--- config.mk ---
export PLATFORM = sky130hd
export DESIGN_NAME = led_pin_config
export DESIGN_NICKNAME = d
export VERILOG_FILES = /design/src/common/led_pin_pkg.sv /design/src/led_pin_config.sv
export VERILOG_INCLUDE_DIRS = /design/src /design/src/common
export SDC_FILE = /design/constraint.sdc
export NUM_CORES = 1
export LEC_CHECK = 0
export ABC_AREA = 1
export BUFFER_PORTS_ARGS = -buffer_cell sky130_fd_sc_hd__buf_4
export CAP_MARGIN = 20
export CORE_MARGIN = 2
export CORE_UTILIZATION = 50
export DETAILED_ROUTE_END_ITERATION = 12
export PLACE_DENSITY = 0.83
export RECOVER_POWER = 50
export SLEW_MARGIN = 20
export SYNTH_ARGS = -nofsm -noshare
export SYNTH_HDL_FRONTEND = slang
export SYNTH_SLANG_ARGS = --single-unit
--- constraint.sdc ---
create_clock -name pclk -period 3.7 [get_ports pclk]
set_clock_uncertainty 0.1 [all_clocks]
set_input_delay 0 -clock pclk [delete_from_list [all_inputs] [get_ports pclk]]
set_output_delay 0 -clock pclk [all_outputs]
set_load 0.005 [all_outputs]
--- src/common/led_pin_defines.svh ---
`ifndef LED_PIN_DEFINES_SVH
`define LED_PIN_DEFINES_SVH
`define LED_PIN_CONFIG_ADDR  12'h024
`define MAP_SEL_BIT          31
`define PIN10_FN_LSB         24
`define PIN9_FN_LSB          20
`define PIN8_FN_LSB          16
`define DRIVE_LSB            8
`define DIR_LSB              4
`define LEVEL_LSB            0
`define FN_RESET             2'h0
`define BITS3_RESET          3'h0
`define MAP_SEL_RESET        1'h0
`define OE_N_RESET           3'h7
`endif

--- src/common/led_pin_pkg.sv ---
package led_pin_pkg;
  typedef enum logic [1:0] {
    FN_GPIO   = 2'b00,
    FN_LED    = 2'b01,
    FN_MIRROR = 2'b10,
    FN_ALT    = 2'b11
  } pin_fn_e;

  typedef struct packed {
    logic       map_sel;
    logic       eeprom_val;
    pin_fn_e    fn10;
    pin_fn_e    fn9;
    pin_fn_e    fn8;
    logic [2:0] drive;
    logic [2:0] dir;
    logic [2:0] level_out;
    logic [2:0] sync1;
    logic [2:0] sync2;
    logic [2:0] sync3;
    logic [2:0] level_in;
    logic [2:0] pin_o;
    logic [2:0] pin_oe_n;
    logic       pready;
    logic [31:0] prdata;
    logic       pslverr;
  } state_s;
endpackage

--- src/led_pin_config.sv ---
`timescale 1ns/1ps
`default_nettype none
`include "led_pin_defines.svh"

module led_pin_config (
  input  wire logic        pclk,
  input  wire logic        presetn,
  input  wire logic        clk_en,
  input  wire logic        psel,
  input  wire logic        penable,
  input  wire logic        pwrite,
  input  wire logic [11:0] paddr,
  input  wire logic [31:0] pwdata,
  input  wire logic [3:0]  pstrb,
  output logic             pready,
  output logic [31:0]      prdata,
  output logic             pslverr,
  input  wire logic        eeprom_present,
  input  wire logic        eeprom_led_select,
  input  wire logic        eeprom_load_done,
  input  wire logic        usb_reset,
  input  wire logic        lite_reset,
  input  wire logic        link_speed_100,
  input  wire logic        link_up,
  input  wire logic        link_activity,
  input  wire logic        full_duplex,
  input  wire logic [3:0]  mii_rx_data,
  input  wire logic        mii_carrier_sense,
  input  wire logic        phy_reset_output,
  input  wire logic [2:0]  pin_i,
  output logic [2:0]       pin_o,
  output logic [2:0]       pin_oe_n
);

  led_pin_pkg::state_s st;
  led_pin_pkg::state_s next_st;

  logic led_speed_n;
  logic led_link_n;
  logic led_third_n;
  logic [2:0] fn_drive;
  logic [2:0] fn_val;
  logic       acc;
  logic       hit;
  logic [31:0] rd_word;

  // active-low LED levels from the current mapping select
  always_comb begin
    led_speed_n = ~link_speed_100;
    if (st.map_sel) begin
      led_link_n  = ~link_up;
      led_third_n = ~link_activity;
    end else begin
      led_link_n  = ~(link_up & ~link_activity); // blinks off on traffic
      // hardware gives activity; full duplex is software's job
      led_third_n = ~link_activity;
    end
  end

  // per-pin function: is it a hardware source, and its value
  function automatic logic [1:0] pin_src(input led_pin_pkg::pin_fn_e fn,
                                         input logic led_v,
                                         input logic mir_v,
                                         input logic alt_v);
    case (fn)
      led_pin_pkg::FN_GPIO:   pin_src = 2'h0;
      led_pin_pkg::FN_LED:    pin_src = {1'b1, led_v};
      led_pin_pkg::FN_MIRROR: pin_src = {1'b1, mir_v};
      led_pin_pkg::FN_ALT:    pin_src = {1'b1, alt_v};
      default:                pin_src = 2'h0;
    endcase
  endfunction

  // pin 8 shows the third LED, pin 9 link, pin 10 speed
  always_comb begin
    {fn_drive[0], fn_val[0]} = pin_src(st.fn8, led_third_n,
                                       mii_rx_data[2],
                                       mii_carrier_sense);
    {fn_drive[1], fn_val[1]} = pin_src(st.fn9, led_link_n,
                                       mii_rx_data[1],
                                       phy_reset_output);
    {fn_drive[2], fn_val[2]} = pin_src(st.fn10, led_speed_n,
                                       mii_rx_data[0],
                                       mii_rx_data[3]);
  end

  // register image; reserved bits stay zero
  always_comb begin
    rd_word = 32'h0;
    rd_word[`MAP_SEL_BIT] = st.map_sel;
    rd_word[`PIN10_FN_LSB +: 2] = st.fn10;
    rd_word[`PIN9_FN_LSB +: 2] = st.fn9;
    rd_word[`PIN8_FN_LSB +: 2] = st.fn8;
    rd_word[`DRIVE_LSB +: 3] = st.drive;
    rd_word[`DIR_LSB +: 3] = st.dir;
    rd_word[`LEVEL_LSB +: 3] = st.level_in; // live pin state
  end

  assign acc = psel & penable & ~st.pready;
  assign hit = (paddr == `LED_PIN_CONFIG_ADDR);

  // next state: bus, resets from other blocks, pin drivers
  always_comb begin
    logic drv;
    logic val;
    drv = 1'b0;
    val = 1'b0;
    next_st = st;
    next_st.pready = 1'b0;
    next_st.pslverr = 1'b0;
    // level synchroniser, change taken when stages two and three agree
    next_st.sync1 = pin_i;
    next_st.sync2 = st.sync1;
    next_st.sync3 = st.sync2;
    for (int i = 0; i < 3; i++) begin
      if (st.sync2[i] == st.sync3[i]) begin
        next_st.level_in[i] = st.sync3[i];
      end
    end
    if (eeprom_load_done) begin
      next_st.eeprom_val = eeprom_present & eeprom_led_select;
      next_st.map_sel = eeprom_present & eeprom_led_select;
    end
    // one-cycle wait state: answer in the cycle after access starts
    if (acc) begin
      next_st.pready = 1'b1;
      next_st.pslverr = ~hit;
      next_st.prdata = 32'h0;
      if (hit && !pwrite) begin
        next_st.prdata = rd_word;
      end
      if (hit && pwrite) begin
        if (pstrb[3]) begin
          next_st.map_sel = pwdata[`MAP_SEL_BIT];
          next_st.fn10 = led_pin_pkg::pin_fn_e'(
                           pwdata[`PIN10_FN_LSB +: 2]);
        end
        if (pstrb[2]) begin
          next_st.fn9 = led_pin_pkg::pin_fn_e'(
                          pwdata[`PIN9_FN_LSB +: 2]);
          next_st.fn8 = led_pin_pkg::pin_fn_e'(
                          pwdata[`PIN8_FN_LSB +: 2]);
        end
        if (pstrb[1]) begin
          next_st.drive = pwdata[`DRIVE_LSB +: 3];
        end
        if (pstrb[0]) begin
          next_st.dir = pwdata[`DIR_LSB +: 3];
          next_st.level_out = pwdata[`LEVEL_LSB +: 3];
        end
      end
    end
    // usb or lite reset wins over a write in the same cycle
    if (usb_reset || lite_reset) begin
      next_st.map_sel = st.eeprom_val;
    end
    // pin drive: function source or GPIO output, then buffer type
    for (int i = 0; i < 3; i++) begin
      drv = fn_drive[i] | st.dir[i];
      val = fn_drive[i] ? fn_val[i] : st.level_out[i];
      next_st.pin_o[i] = val;
      if (!drv) begin
        next_st.pin_oe_n[i] = 1'b1;
        next_st.pin_o[i] = 1'b0; // released: park the level low
      end else if (st.drive[i]) begin
        next_st.pin_oe_n[i] = 1'b0; // push-pull
      end else begin
        next_st.pin_oe_n[i] = val; // open-drain pulls low only
        next_st.pin_o[i] = 1'b0;
      end
    end
  end

  // all state in one register, frozen while clk_en is low
  always_ff @(posedge pclk or negedge presetn) begin
    if (!presetn) begin
      st <= '0;
      st.fn10 <= led_pin_pkg::pin_fn_e'(`FN_RESET);
      st.fn9 <= led_pin_pkg::pin_fn_e'(`FN_RESET);
      st.fn8 <= led_pin_pkg::pin_fn_e'(`FN_RESET);
      st.drive <= `BITS3_RESET;
      st.dir <= `BITS3_RESET;
      st.map_sel <= `MAP_SEL_RESET;
      st.pin_oe_n <= `OE_N_RESET;
    end else if (clk_en) begin
      st <= next_st;
    end
  end

  assign pready = st.pready;
  assign prdata = st.prdata;
  assign pslverr = st.pslverr;
  assign pin_o = st.pin_o;
  assign pin_oe_n = st.pin_oe_n;

  // a write of select reaches the register one edge later
  property p_sel_write;
    @(posedge pclk) disable iff (!presetn)
    (clk_en && acc && hit && pwrite && pstrb[3] && !usb_reset
     && !lite_reset && !eeprom_load_done)
    |=> (st.map_sel == $past(pwdata[31]));
  endproperty
  a_sel_write: assert property (p_sel_write)
    else $error("mapping select not written");

  property p_eeprom_load;
    @(posedge pclk) disable iff (!presetn)
    (clk_en && eeprom_load_done && !usb_reset && !lite_reset
     && !(acc && hit && pwrite && pstrb[3]))
    |=> (st.map_sel == $past(eeprom_present & eeprom_led_select));
  endproperty
  a_eeprom_load: assert property (p_eeprom_load)
    else $error("mapping select not taken from eeprom");

  property p_soft_reset;
    @(posedge pclk) disable iff (!presetn)
    (clk_en && (usb_reset || lite_reset))
    |=> (st.map_sel == $past(st.eeprom_val));
  endproperty
  a_soft_reset: assert property (p_soft_reset)
    else $error("soft reset did not restore select");

  property p_mirror9;
    @(posedge pclk) disable iff (!presetn)
    (clk_en && st.fn9 == led_pin_pkg::FN_MIRROR && st.drive[1])
    |=> (pin_o[1] == $past(mii_rx_data[1]) && !pin_oe_n[1]);
  endproperty
  a_mirror9: assert property (p_mirror9)
    else $error("pin 9 not mirroring receive line");

  property p_input_released;
    @(posedge pclk) disable iff (!presetn)
    (clk_en && !st.dir[0] && st.fn8 == led_pin_pkg::FN_GPIO)
    |=> pin_oe_n[0];
  endproperty
  a_input_released: assert property (p_input_released)
    else $error("input pin driven");

  property p_open_drain;
    @(posedge pclk) disable iff (!presetn)
    (clk_en && !st.drive[2]) |=> (pin_o[2] == 1'b0);
  endproperty
  a_open_drain: assert property (p_open_drain)
    else $error("open-drain pin driven high");

  property p_read_level;
    @(posedge pclk) disable iff (!presetn)
    (clk_en && acc && hit && !pwrite)
    |=> (pready && prdata[2:0] == $past(st.level_in)
         && prdata[30:26] == 5'h0);
  endproperty
  a_read_level: assert property (p_read_level)
    else $error("read data wrong");

  property p_led_follow;
    @(posedge pclk) disable iff (!presetn)
    (clk_en && st.fn8 == led_pin_pkg::FN_LED && st.drive[0]
     && st.map_sel)
    |=> (pin_o[0] == !$past(link_activity));
  endproperty
  a_led_follow: assert property (p_led_follow)
    else $error("pin 8 LED not following select");

  // pin 10 mirror codes: receive lines 0 and 3
  property p_mirror10;
    @(posedge pclk) disable iff (!presetn)
    (clk_en && st.fn10 == led_pin_pkg::FN_MIRROR && st.drive[2])
    |=> (pin_o[2] == $past(mii_rx_data[0]) && !pin_oe_n[2]);
  endproperty
  a_mirror10: assert property (p_mirror10)
    else $error("pin 10 not mirroring receive line 0");

  property p_mirror10_hi;
    @(posedge pclk) disable iff (!presetn)
    (clk_en && st.fn10 == led_pin_pkg::FN_ALT && st.drive[2])
    |=> (pin_o[2] == $past(mii_rx_data[3]) && !pin_oe_n[2]);
  endproperty
  a_mirror10_hi: assert property (p_mirror10_hi)
    else $error("pin 10 not mirroring receive line 3");

  // pin 9 code 11 carries the PHY reset out
  property p_phy_reset9;
    @(posedge pclk) disable iff (!presetn)
    (clk_en && st.fn9 == led_pin_pkg::FN_ALT && st.drive[1])
    |=> (pin_o[1] == $past(phy_reset_output) && !pin_oe_n[1]);
  endproperty
  a_phy_reset9: assert property (p_phy_reset9)
    else $error("pin 9 not showing PHY reset");

  property p_carrier8;
    @(posedge pclk) disable iff (!presetn)
    (clk_en && st.fn8 == led_pin_pkg::FN_ALT && st.drive[0])
    |=> (pin_o[0] == $past(mii_carrier_sense) && !pin_oe_n[0]);
  endproperty
  a_carrier8: assert property (p_carrier8)
    else $error("pin 8 not mirroring carrier sense");

  property p_mirror8;
    @(posedge pclk) disable iff (!presetn)
    (clk_en && st.fn8 == led_pin_pkg::FN_MIRROR && st.drive[0])
    |=> (pin_o[0] == $past(mii_rx_data[2]) && !pin_oe_n[0]);
  endproperty
  a_mirror8: assert property (p_mirror8)
    else $error("pin 8 not mirroring receive line 2");

  // LEDs are active low: lit means the pin is pulled low
  property p_speed10;
    @(posedge pclk) disable iff (!presetn)
    (clk_en && st.fn10 == led_pin_pkg::FN_LED && st.drive[2])
    |=> (pin_o[2] == !$past(link_speed_100));
  endproperty
  a_speed10: assert property (p_speed10)
    else $error("pin 10 not showing speed");

  // link LED: steady under select 1, blinks on traffic under 0
  property p_link9;
    @(posedge pclk) disable iff (!presetn)
    (clk_en && st.fn9 == led_pin_pkg::FN_LED && st.drive[1])
    |=> (pin_o[1] == !($past(link_up)
         && ($past(st.map_sel) || !$past(link_activity))));
  endproperty
  a_link9: assert property (p_link9)
    else $error("pin 9 LED not following select");

  // plain GPIO output, push-pull: written level reaches the pin
  property p_gpio_out;
    @(posedge pclk) disable iff (!presetn)
    (clk_en && st.fn8 == led_pin_pkg::FN_GPIO && st.dir[0] && st.drive[0])
    |=> (pin_o[0] == $past(st.level_out[0]) && !pin_oe_n[0]);
  endproperty
  a_gpio_out: assert property (p_gpio_out)
    else $error("pin 8 output level not driven");

  // open drain pulls low for a 0 and lets go for a 1
  property p_open_drain_low;
    @(posedge pclk) disable iff (!presetn)
    (clk_en && st.fn8 == led_pin_pkg::FN_GPIO && st.dir[0] && !st.drive[0])
    |=> (pin_oe_n[0] == $past(st.level_out[0]));
  endproperty
  a_open_drain_low: assert property (p_open_drain_low)
    else $error("pin 8 open-drain enable wrong");

  // a write of the pin 9 code lands one edge later
  property p_fn9_write;
    @(posedge pclk) disable iff (!presetn)
    (clk_en && acc && hit && pwrite && pstrb[2])
    |=> (st.fn9 == $past(pwdata[21:20]));
  endproperty
  a_fn9_write: assert property (p_fn9_write)
    else $error("pin 9 code not written");

  // unmapped address answers with an error and no data
  property p_unmapped;
    @(posedge pclk) disable iff (!presetn)
    (clk_en && acc && !hit)
    |=> (pready && pslverr && prdata == 32'h0);
  endproperty
  a_unmapped: assert property (p_unmapped)
    else $error("unmapped access not refused");

endmodule
`default_nettype wire

==> flow_metrics.env, run 1 <==
export IMPL_fin_hold_ws_ns=0.0222
export IMPL_setup_violations=0
export IMPL_synth_ff_type="dfrtp_1"
export IMPL_antenna_cells=0
export IMPL_hold_violations=0
export IMPL_ys_seq_elements=53
export IMPL_r2r_cells=7
export IMPL_cts_made_buffers=5
export IMPL_antenna_found_initial=0
export IMPL_place_congestion=0.823
export IMPL_r2r_end="rd_word[25]"
export IMPL_finalCriticalPeriod_ns=2.14
export IMPL_cts_resized=0
export IMPL_min_from="lite_reset"
export IMPL_grt_max_degree=54
export IMPL_first_pass_iters=5
export IMPL_die_area_sq_um=5900
export IMPL_end_kind="flip-flop"
export IMPL_initial_utilization_pct=51.9
export IMPL_ys_types=23
export IMPL_hold_buffers=33
export IMPL_syn_to_final_growth_pct=31.1
export IMPL_period_share_pct=57.9
export IMPL_via_per_inst=4.85
export IMPL_rows=26
export IMPL_drtAntennaViolNets=0
export IMPL_fillCellCount=399
export IMPL_cap_violations=0
export IMPL_startpoint_type="flip-flop"
export IMPL_portBuffers=78
export IMPL_final_layout_size_suffix_gt1_share_pct=22.8
export IMPL_yosysTopAreaCell="dfrtp_1"
export IMPL_layoutNonFillerInstCount=482
export IMPL_yosys_warnings=0
export IMPL_clock_path_buffers=2
export IMPL_cts_tree="done"
export IMPL_synth_common_cells="nand2_1 (79), dfrtp_1 (50), inv_1 (46)"
export IMPL_cp_required_ns=3.78
export IMPL_grt_overflow=0
export IMPL_outcome="completed"
export IMPL_place_inst=441
export IMPL_grt_first_pass_wirelength_um=10200
export IMPL_vias=2336
export IMPL_r2r_start="pready"
export IMPL_hold_path_class="in2reg"
export IMPL_fmax_mhz=467
export IMPL_hpwl_um=4020
export IMPL_routed_wirelength_um=6040
export IMPL_cts_sinks=53
export IMPL_dieHeight_um=76.8
export IMPL_postCtsSetupRepairBufs=0
export IMPL_p_per_area_nw_per_um2=313
export IMPL_yosys_cell_count_top_type="nand2_1"
export IMPL_ir_drop_mv=0.194
export IMPL_coreArea_sq_um=5110
export IMPL_whs_endpoint="rd_word[31]"
export IMPL_grt_pass1_vias=2245
export IMPL_htree_num_levels=2
export IMPL_crit_arrival_ns=2.22
export IMPL_tns_ns=0
export IMPL_track_usage_pct=21.4
export IMPL_nNetsFinal=483
export IMPL_synthTopCellsByArea="dfrtp_1 (47%), nand2_1 (11%), buf_4 (11%), inv_1 (6.5%), o21ai_0 (5.9%)"
export IMPL_synthCells=323
export IMPL_syn_area_sq_um=2650
export IMPL_clk_pin_slew_ns=0.09
export IMPL_r2r_slack_ns=1.56
export IMPL_rsz0062_at_grt="no"
export IMPL_root_buffer="clkbuf_8"
export IMPL_wl_per_cell_um=12.5
export IMPL_p_leak_nw=1.79
export IMPL_dp_worst_setup_slack_ns=1.65
export IMPL_synth_edff_count=0
export IMPL_finalMaxSlewViolations=0
export IMPL_ys_seq_area_share_pct=50.2
export IMPL_yosysTopAreaCellShare_pct=47.2
export IMPL_min_path_cells=5
export IMPL_pin_count=112
export IMPL_design_power_total_mw=1.09
export IMPL_drc=0
export IMPL_die_w_um=76.8
export IMPL_async_reset_ff_share_pct=100
export IMPL_syn_avg_cell_area_sq_um=8.20
export IMPL_path_class="reg2reg"
export IMPL_clk_latency_ns=0.29
export IMPL_path_max_fanout=6
export IMPL_slew_limit_headroom_pct=56.5
export IMPL_worstMarginPinSlew_ns=0.653
export IMPL_fin_ws_ns=1.56
export IMPL_drtIter0Drc=212
## layout by cell type, fill, tap and decap left out, drive strengths merged
cell type / count
nor2: 22
buf: 59
nor3: 1
nand3: 9
nand4: 6
o21ai: 45
clkbuf: 27
a31oi: 2
o31ai: 1
a21oi: 10
dfrtp: 50
conb: 16
inv: 46
dlygate4sd3: 33
nand3b: 1
nand2: 79
clkinv: 1
o211ai: 1
dfstp: 3
## metrics by stage
step                      utilization (%)  area (sq um)
after detailed placement             59.8          3060
after CTS                            68.1          3480
final                                68.0          3470
after global routing                 68.0          3470
after global placement               59.8          3060
after floorplan                         -          2710
## per-layer routing
metal | part of all wire [%] | routed length (um) | global-route usage, % | vias up
met4 | 2.2 | 134 | 7.09 | 0
met5 | 0 | 0 | 0 | -
met1 | 42 | 2520 | 26.3 | 1090
li1 | - | - | - | 1134
met2 | 50 | 3010 | 36.9 | 100
met3 | 6.1 | 370 | 5.18 | 12
## worst max path at each step
stage	to	depth (start not counted)	start
finish	rd_word[25]	7	pready
global route	prdata[8]	7	clk_en
CTS	rd_word[24]	7	pready
detailed placement	rd_word[6]	6	pready
global placement	rd_word[6]	6	pready
floorplan	rd_word[4]	7	pready
## sequential cells by signal, indices dropped and copies added (netlist names)
register / count
next_st: 6
pin_o: 3
pin_oe_n: 3
prdata: 16
pready: 1
pslverr: 1
rd_word: 16
st: 7
## where the power goes
part           leakage, nW  internal [mW]  switching, mW
clock               0.0455          0.153          0.175
combinational         1.04         0.0768         0.0694
sequential           0.709          0.600         0.0130
total                 1.79          0.830          0.258
## kinds of logic (layout without fill, tap and decap cells)
group	after synthesis	after routing	synth area share (%)
compound gates	59	59	12.3
buf+inv	92	166	18.8
flops	53	53	50.2
other cells	1	16	0.142
simple gates	118	118	18.5
## layout make-up
type                            count  area, sq um  area share, %
Multi-Input combinational cell    193          876           25.2
Clock buffer                        8         90.1           2.59
Sequential cell                    53         1330           38.3
Timing Repair Buffer              111          912           26.3
Inverter                           47          176           5.08
Tap cell                           70         87.6           2.52
## critical path, cell delays in order (launching register included)
cell           delay [ns]
dfrtp_1              0.38
inv_1                0.08
nand3_1              0.10
nor2_1               0.37
nand4_1              0.23
nand2_1              0.10
o21ai_0              0.09
dlygate4sd3_1        0.57
Note: power is estimated with default switching activity, not from simulation.
==> inputs of run 2 (changes only) <==
--- a/config.mk
+++ b/config.mk
@@ -6,13 +6,13 @@
 export SDC_FILE = /design/constraint.sdc
 export NUM_CORES = 1
 export LEC_CHECK = 0
-export ABC_AREA = 1
+export ABC_AREA = 0
 export BUFFER_PORTS_ARGS = -buffer_cell sky130_fd_sc_hd__buf_4
 export CAP_MARGIN = 20
 export CORE_MARGIN = 2
-export CORE_UTILIZATION = 50
+export CORE_UTILIZATION = 47
 export DETAILED_ROUTE_END_ITERATION = 12
-export PLACE_DENSITY = 0.83
+export PLACE_DENSITY = 0.8
 export RECOVER_POWER = 50
 export SLEW_MARGIN = 20
 export SYNTH_ARGS = -nofsm -noshare
==> constraint.sdc (replaced) <==
create_clock -name pclk -period 2.1 [get_ports pclk]
set_clock_uncertainty 0.1 [all_clocks]
set_input_delay 0 -clock pclk [delete_from_list [all_inputs] [get_ports pclk]]
set_output_delay 0 -clock pclk [all_outputs]
set_load 0.005 [all_outputs]
==> run 2 against run 1 <==
- die area increased by 1.3%
- register-to-register slack got worse by 1.5 ns
- synthesized cell count fell by 35%
- sequential power grew 81%
- largest power group unchanged
==> flow_metrics.env, run 2 <==
export IMPL_netSwitchingPower_mw=0.441
export IMPL_p_clk_share_pct=28.7
export IMPL_pin_count=112
export IMPL_ir_drop_mv=0.295
export IMPL_cts_made_buffers=5
export IMPL_finalCriticalPeriod_ns=2.02
export IMPL_cp_num_cells=5
export IMPL_critPathCapture="rd_word[31]"
export IMPL_track_usage_pct=18.5
export IMPL_startpoint="pready"
export IMPL_mostFrequentLayoutCell="buf_4"
export IMPL_wl_per_cell_um=14.4
export IMPL_nNetsFinal=365
export IMPL_cts_tree="done"
export IMPL_synth_common_cells="dfrtp_1 (50), buf_4 (39), mux2_2 (25)"
export IMPL_p_per_area_nw_per_um2=576
export IMPL_cp_required_ns=2.23
export IMPL_grt_pass1_vias=1821
export IMPL_p_seq_share_pct=58.3
export IMPL_syn_to_final_growth_pct=30.3
export IMPL_cap_violations=0
export IMPL_routed_wirelength_um=5250
export IMPL_outcome="completed"
export IMPL_slowest_stage="dlygate4sd3_1"
export IMPL_worstMarginPinSlew_ns=1.27
export IMPL_tns_ns=0
export IMPL_min_from="clk_en"
export IMPL_die_area_sq_um=5970
export IMPL_intPower_mw=1.45
export IMPL_crit_arrival_ns=2.15
export IMPL_hold_violations=0
export IMPL_fin_ws_ns=0.0820
export IMPL_design_power_total_mw=1.90
export IMPL_syn_avg_cell_area_sq_um=12.0
export IMPL_root_buffer="clkbuf_8"
export IMPL_vias=1809
export IMPL_final_layout_size_suffix_gt1_share_pct=41.8
export IMPL_synth_ff_type="dfrtp_1"
export IMPL_drc=0
export IMPL_rsz0062_at_grt="no"
export IMPL_switching_share_pct=23.3
export IMPL_syn_area_sq_um=2520
export IMPL_slew_limit_headroom_pct=15.6
export IMPL_r2r_end="rd_word[31]"
export IMPL_clk_pin_slew_ns=0.09
export IMPL_via_per_inst=4.97
export IMPL_setup_violations=0
export IMPL_antenna_found_initial=0
export IMPL_dp_worst_setup_slack_ns=0.0645
export IMPL_fmax_mhz=496
export IMPL_synth_edff_count=0
export IMPL_synthTopCellsByArea="dfrtp_1 (50%), buf_4 (12%), mux2_2 (11%), a22o_1 (5.6%), dfstp_2 (3.1%)"
export IMPL_drtAntennaViolNets=0
export IMPL_grt_first_pass_wirelength_um=8710
export IMPL_fillCellCount=418
export IMPL_grt_max_degree=54
export IMPL_period_share_pct=96.1
export IMPL_layoutNonFillerInstCount=364
export IMPL_ys_seq_area_share_pct=52.7
export IMPL_rows=26
export IMPL_crit_buf_inv=1
export IMPL_r2r_start="pready"
export IMPL_path_cells="nand4b_1 > nor4_4 > a21oi_1 > o21ai_1 > dlygate4sd3_1"
export IMPL_dieHeight_um=77.3
export IMPL_r2r_slack_ns=0.08
export IMPL_ys_types=29
export IMPL_finalMaxSlewViolations=0
export IMPL_path_max_fanout=3
export IMPL_combPwrFrac_pct=13.0
export IMPL_end_kind="flip-flop"
export IMPL_ys_seq_elements=53
export IMPL_yosysTopAreaCellShare_pct=49.6
export IMPL_clk_latency_ns=0.29
export IMPL_first_pass_iters=4
export IMPL_place_congestion=0.729
export IMPL_coreArea_sq_um=5140
export IMPL_synthCells=210
export IMPL_mostFrequentLayoutCells="buf_4 (69), dfrtp_1 (50), mux2_2 (25)"
export IMPL_hold_path_class="in2reg"
export IMPL_startpoint_type="flip-flop"
export IMPL_yosysTopAreaCell="dfrtp_1"
export IMPL_htree_num_levels=2
export IMPL_portBuffers=78
export IMPL_r2r_cells=5
export IMPL_place_inst=331
export IMPL_drtIter0Drc=92
export IMPL_die_w_um=77.3
export IMPL_cpPeakStageDelay_ns=0.55
export IMPL_initial_utilization_pct=49.1
export IMPL_path_class="reg2reg"
export IMPL_grt_overflow=0
export IMPL_p_leak_nw=1.61
export IMPL_async_reset_ff_share_pct=100
export IMPL_fin_hold_ws_ns=0.0342
export IMPL_antenna_cells=0
export IMPL_cts_sinks=53
export IMPL_clock_path_buffers=2
export IMPL_yosys_cell_count_top_type="dfrtp_1"
export IMPL_yosys_warnings=0
export IMPL_hpwl_um=3690
export IMPL_crit_family="simple AND/OR/NAND/NOR gates"
-- run 2: worst min-delay path by stage --
stage / end / slack, ns / cells after the start
final: pin_oe_n[2] / 0.03 / 3
after detailed placement: next_st[48] / -0.03 / 1
after CTS: pslverr / 0.02 / 4
after floorplan: next_st[43] / -0.40 / 0
after global placement: next_st[45] / -0.03 / 1
after global routing: rd_word[25] / 0.05 / 3
-- run 2: final cells by class --
class                   count  area (sq um)  share of cell area [%]
inverters                   7          26.3                   0.799
flip-flops and latches     53          1330                    40.4
multi-input cells         121           926                    28.1
clock inverters             1          7.51                   0.228
clock buffers               7          76.3                    2.32
well taps                  70          87.6                    2.66
repair buffers            105           836                    25.4
-- run 2: worst min-delay path, delay by kind of cell --
family / cells / cell delay, ns
buffers and inverters: 1 / 0.24
and+or+nand+nor: 1 / 0.14
AOI/OAI and AO/OA: 1 / 0.05
-- run 2: kinds of logic (layout without fill, tap and decap cells) --
group	Yosys count	count (layout)	share of synthesized area, %
AO/OA/AOI/OAI	40	40	10.9
buffers and inverters	51	120	13.4
flip-flops	53	53	52.7
multiplexers	27	27	12.9
other	1	16	0.149
AND/OR/NAND/NOR	38	38	10.0
-- run 2: power groups by stage --
| stage | Sequential (mW) | Clock (mW) | Combinational, mW |
|---|---|---|---|
| final | 1.11 | 0.543 | 0.247 |
| after global routing | 1.11 | 0.597 | 0.275 |
| after CTS | 1.11 | 0.562 | 0.249 |
| after detailed placement | 1.13 | 0 | 0.210 |
| after global placement | 1.12 | 0 | 0.204 |
| after floorplan | 1.12 | 0 | 0.114 |
-- run 2: metrics by stage --
step,area [sq um],util (%)
after detailed placement,2960,57.5
final,3290,64.0
after CTS,3280,63.9
after global placement,2960,57.5
after global routing,3290,64.0
after floorplan,2580,-
-- run 2: layer usage --
layer  vias up  routed length, um  GRT usage [%]
li1        859                  -              -
met1       884               2150           23.0
met2        62               2800           32.4
met3         4                243           3.06
met4         0                 61           6.79
met5         -                  0              0
-- run 2: repair_timing --
item	CTS	global route
hold buffers	24	0
setup endpoints to repair	0	1
hold endpoints to repair	70	0
buffers inserted	0	2
resized for setup	0	3
==> inputs of run 3 (changes only) <==
--- a/config.mk
+++ b/config.mk
@@ -7,7 +7,7 @@
 export NUM_CORES = 1
 export LEC_CHECK = 0
 export ABC_AREA = 0
-export BUFFER_PORTS_ARGS = -buffer_cell sky130_fd_sc_hd__buf_4
+export BUFFER_PORTS_ARGS = -buffer_cell sky130_fd_sc_hd__buf_2
 export CAP_MARGIN = 20
 export CORE_MARGIN = 2
 export CORE_UTILIZATION = 47
==> run 3 against run 2 <==
- largest cell class unchanged
- final cell count rose by 1.9%
- count of clock-buffer cells in the layout unchanged
- combinational power down 6%
- flip-flop and latch count did not move
- worst hold slack got worse by 0.015 ns
- critical endpoint unchanged
- largest power group unchanged
==> flow_metrics.env, run 3 (synthesized netlist as in run 2, its figures left out) <==
export IMPL_outcome="completed"
export IMPL_initial_utilization_pct=49.1
export IMPL_via_per_inst=4.98
export IMPL_path_max_fanout=2
export IMPL_placedInstanceArea_sq_um=2800
export IMPL_routed_wirelength_um=5450
export IMPL_end_kind="flip-flop"
export IMPL_r2r_end="rd_word[31]"
export IMPL_track_usage_pct=19.3
export IMPL_drtAntennaViolNets=0
export IMPL_slew_limit_headroom_pct=4.59
export IMPL_root_buffer="clkbuf_8"
export IMPL_crit_arrival_ns=2.18
export IMPL_whs_endpoint="pslverr"
export IMPL_startpoint_type="input port"
export IMPL_coreArea_sq_um=5140
export IMPL_cap_violations=0
export IMPL_grt_overflow=0
export IMPL_setup_violations=0
export IMPL_hold_violations=0
export IMPL_pin_count=112
export IMPL_first_pass_iters=4
export IMPL_worstMarginPinSlew_ns=1.43
export IMPL_cts_made_buffers=5
export IMPL_cts_tree="done"
export IMPL_fmax_mhz=490
export IMPL_path_class="in2reg"
export IMPL_portBuffers=78
export IMPL_r2r_cells=4
export IMPL_mostFrequentLayoutCells="buf_2 (66), dfrtp_1 (50), dlygate4sd3_1 (28)"
export IMPL_place_congestion=0.755
export IMPL_nNetsFinal=372
export IMPL_p_per_area_nw_per_um2=643
export IMPL_fin_area_sq_um=3190
export IMPL_r2r_slack_ns=0.15
export IMPL_antenna_found_initial=0
export IMPL_period_share_pct=97.1
export IMPL_htree_num_levels=2
export IMPL_grt_max_degree=30
export IMPL_die_w_um=77.3
export IMPL_mostFrequentLayoutCell="buf_2"
export IMPL_wl_per_cell_um=14.7
export IMPL_min_path_cells=4
export IMPL_clk_latency_ns=0.30
export IMPL_design_power_total_mw=2.05
export IMPL_min_from="paddr[11]"
export IMPL_finalMaxSlewViolations=0
export IMPL_grt_first_pass_wirelength_um=8980
export IMPL_grt_pass1_vias=1877
export IMPL_clk_pin_slew_ns=0.09
export IMPL_syn_to_final_growth_pct=26.4
export IMPL_drc=0
export IMPL_ir_drop_mv=0.503
export IMPL_rows=26
export IMPL_cts_sinks=53
export IMPL_clock_path_buffers=2
export IMPL_finalCriticalPeriod_ns=2.04
export IMPL_final_layout_size_suffix_gt1_share_pct=38.2
export IMPL_hpwl_um=3750
export IMPL_vias=1847
export IMPL_cp_required_ns=2.24
export IMPL_antenna_cells=0
export IMPL_dieHeight_um=77.3
export IMPL_die_area_sq_um=5970
export IMPL_hold_path_class="in2reg"
export IMPL_drtIter0Drc=119
export IMPL_fin_hold_ws_ns=0.0189
export IMPL_r2r_start="pready"
export IMPL_p_leak_nw=1.58
run 3: cell count changes in the layout (fill, tap and decap cells not counted):
cell,delta
clkbuf_4,-10
o41ai_2,-1
clkbuf_8,+1
clkinvlp_4,-1
dlygate4sd3_1,+5
buf_4,-64
buf_12,+1
o41ai_1,+1
buf_2,+66
clkbuf_2,-1
bufinv_16,+1
clkbuf_1,+9
run 3: worst max path at each step:
stage / from / end / slack (ns) / cells after the start
after detailed placement: paddr[6] / rd_word[16] / 0.07 / 5
final: lite_reset / rd_word[31] / 0.06 / 7
after global placement: paddr[6] / rd_word[20] / 0.11 / 5
after CTS: pready / rd_word[31] / 0.06 / 5
after floorplan: pready / prdata[5] / 0.39 / 5
after global routing: lite_reset / rd_word[31] / -0.05 / 7
run 3: metrics by stage:
step | TNS [ns] | utilization, % | std cells | setup WS (ns)
2_1_floorplan | 0 | - | 225 | 0.393
3_3_place_gp | 0 | 54.4 | 334 | 0.111
3_5_place_dp | 0 | 54.4 | 334 | 0.0724
4_1_cts | 0 | 62.1 | 370 | 0.0588
5_1_grt | -0.0519 | 62.1 | 371 | -0.0519
6_report | 0 | 62.1 | 371 | 0.0599
run 3: layout make-up:
cell class,instances,area [sq um]
clock buffer,7,86.3
clock inverter,1,30.0
fill,412,1950
inverter,7,26.3
multi-input combinational,121,918
sequential,53,1330
tap,70,87.6
timing repair buffer,112,713
run 3: critical path, stage by stage:
cell,delay (ns)
dlygate4sd3_1,0.53
buf_2,0.15
nor3b_2,0.18
dlygate4sd3_1,0.56
o41ai_1,0.08
dlygate4sd3_1,0.57
o21ai_1,0.11
run 3: power breakdown:
group          switching (mW)  internal, mW
registers              0.0361          1.07
logic                   0.103         0.130
clock network           0.323         0.389
run 3: what timing repair did:
action                                  4_1_cts  5_1_grt
hold buffers                                 28        0
endpoints found under the hold margin        44        0
gates resized for setup                       0        2
setup buffers                                 0        1
endpoints found under the setup margin        0        1
run 3: per-layer routing:
metal	vias up	wire length [um]	track usage (%)
met3	11	267	4.00
li1	873	-	-
met2	60	2790	33.6
met5	-	0	0
met1	903	2270	23.5
met4	0	125	7.50
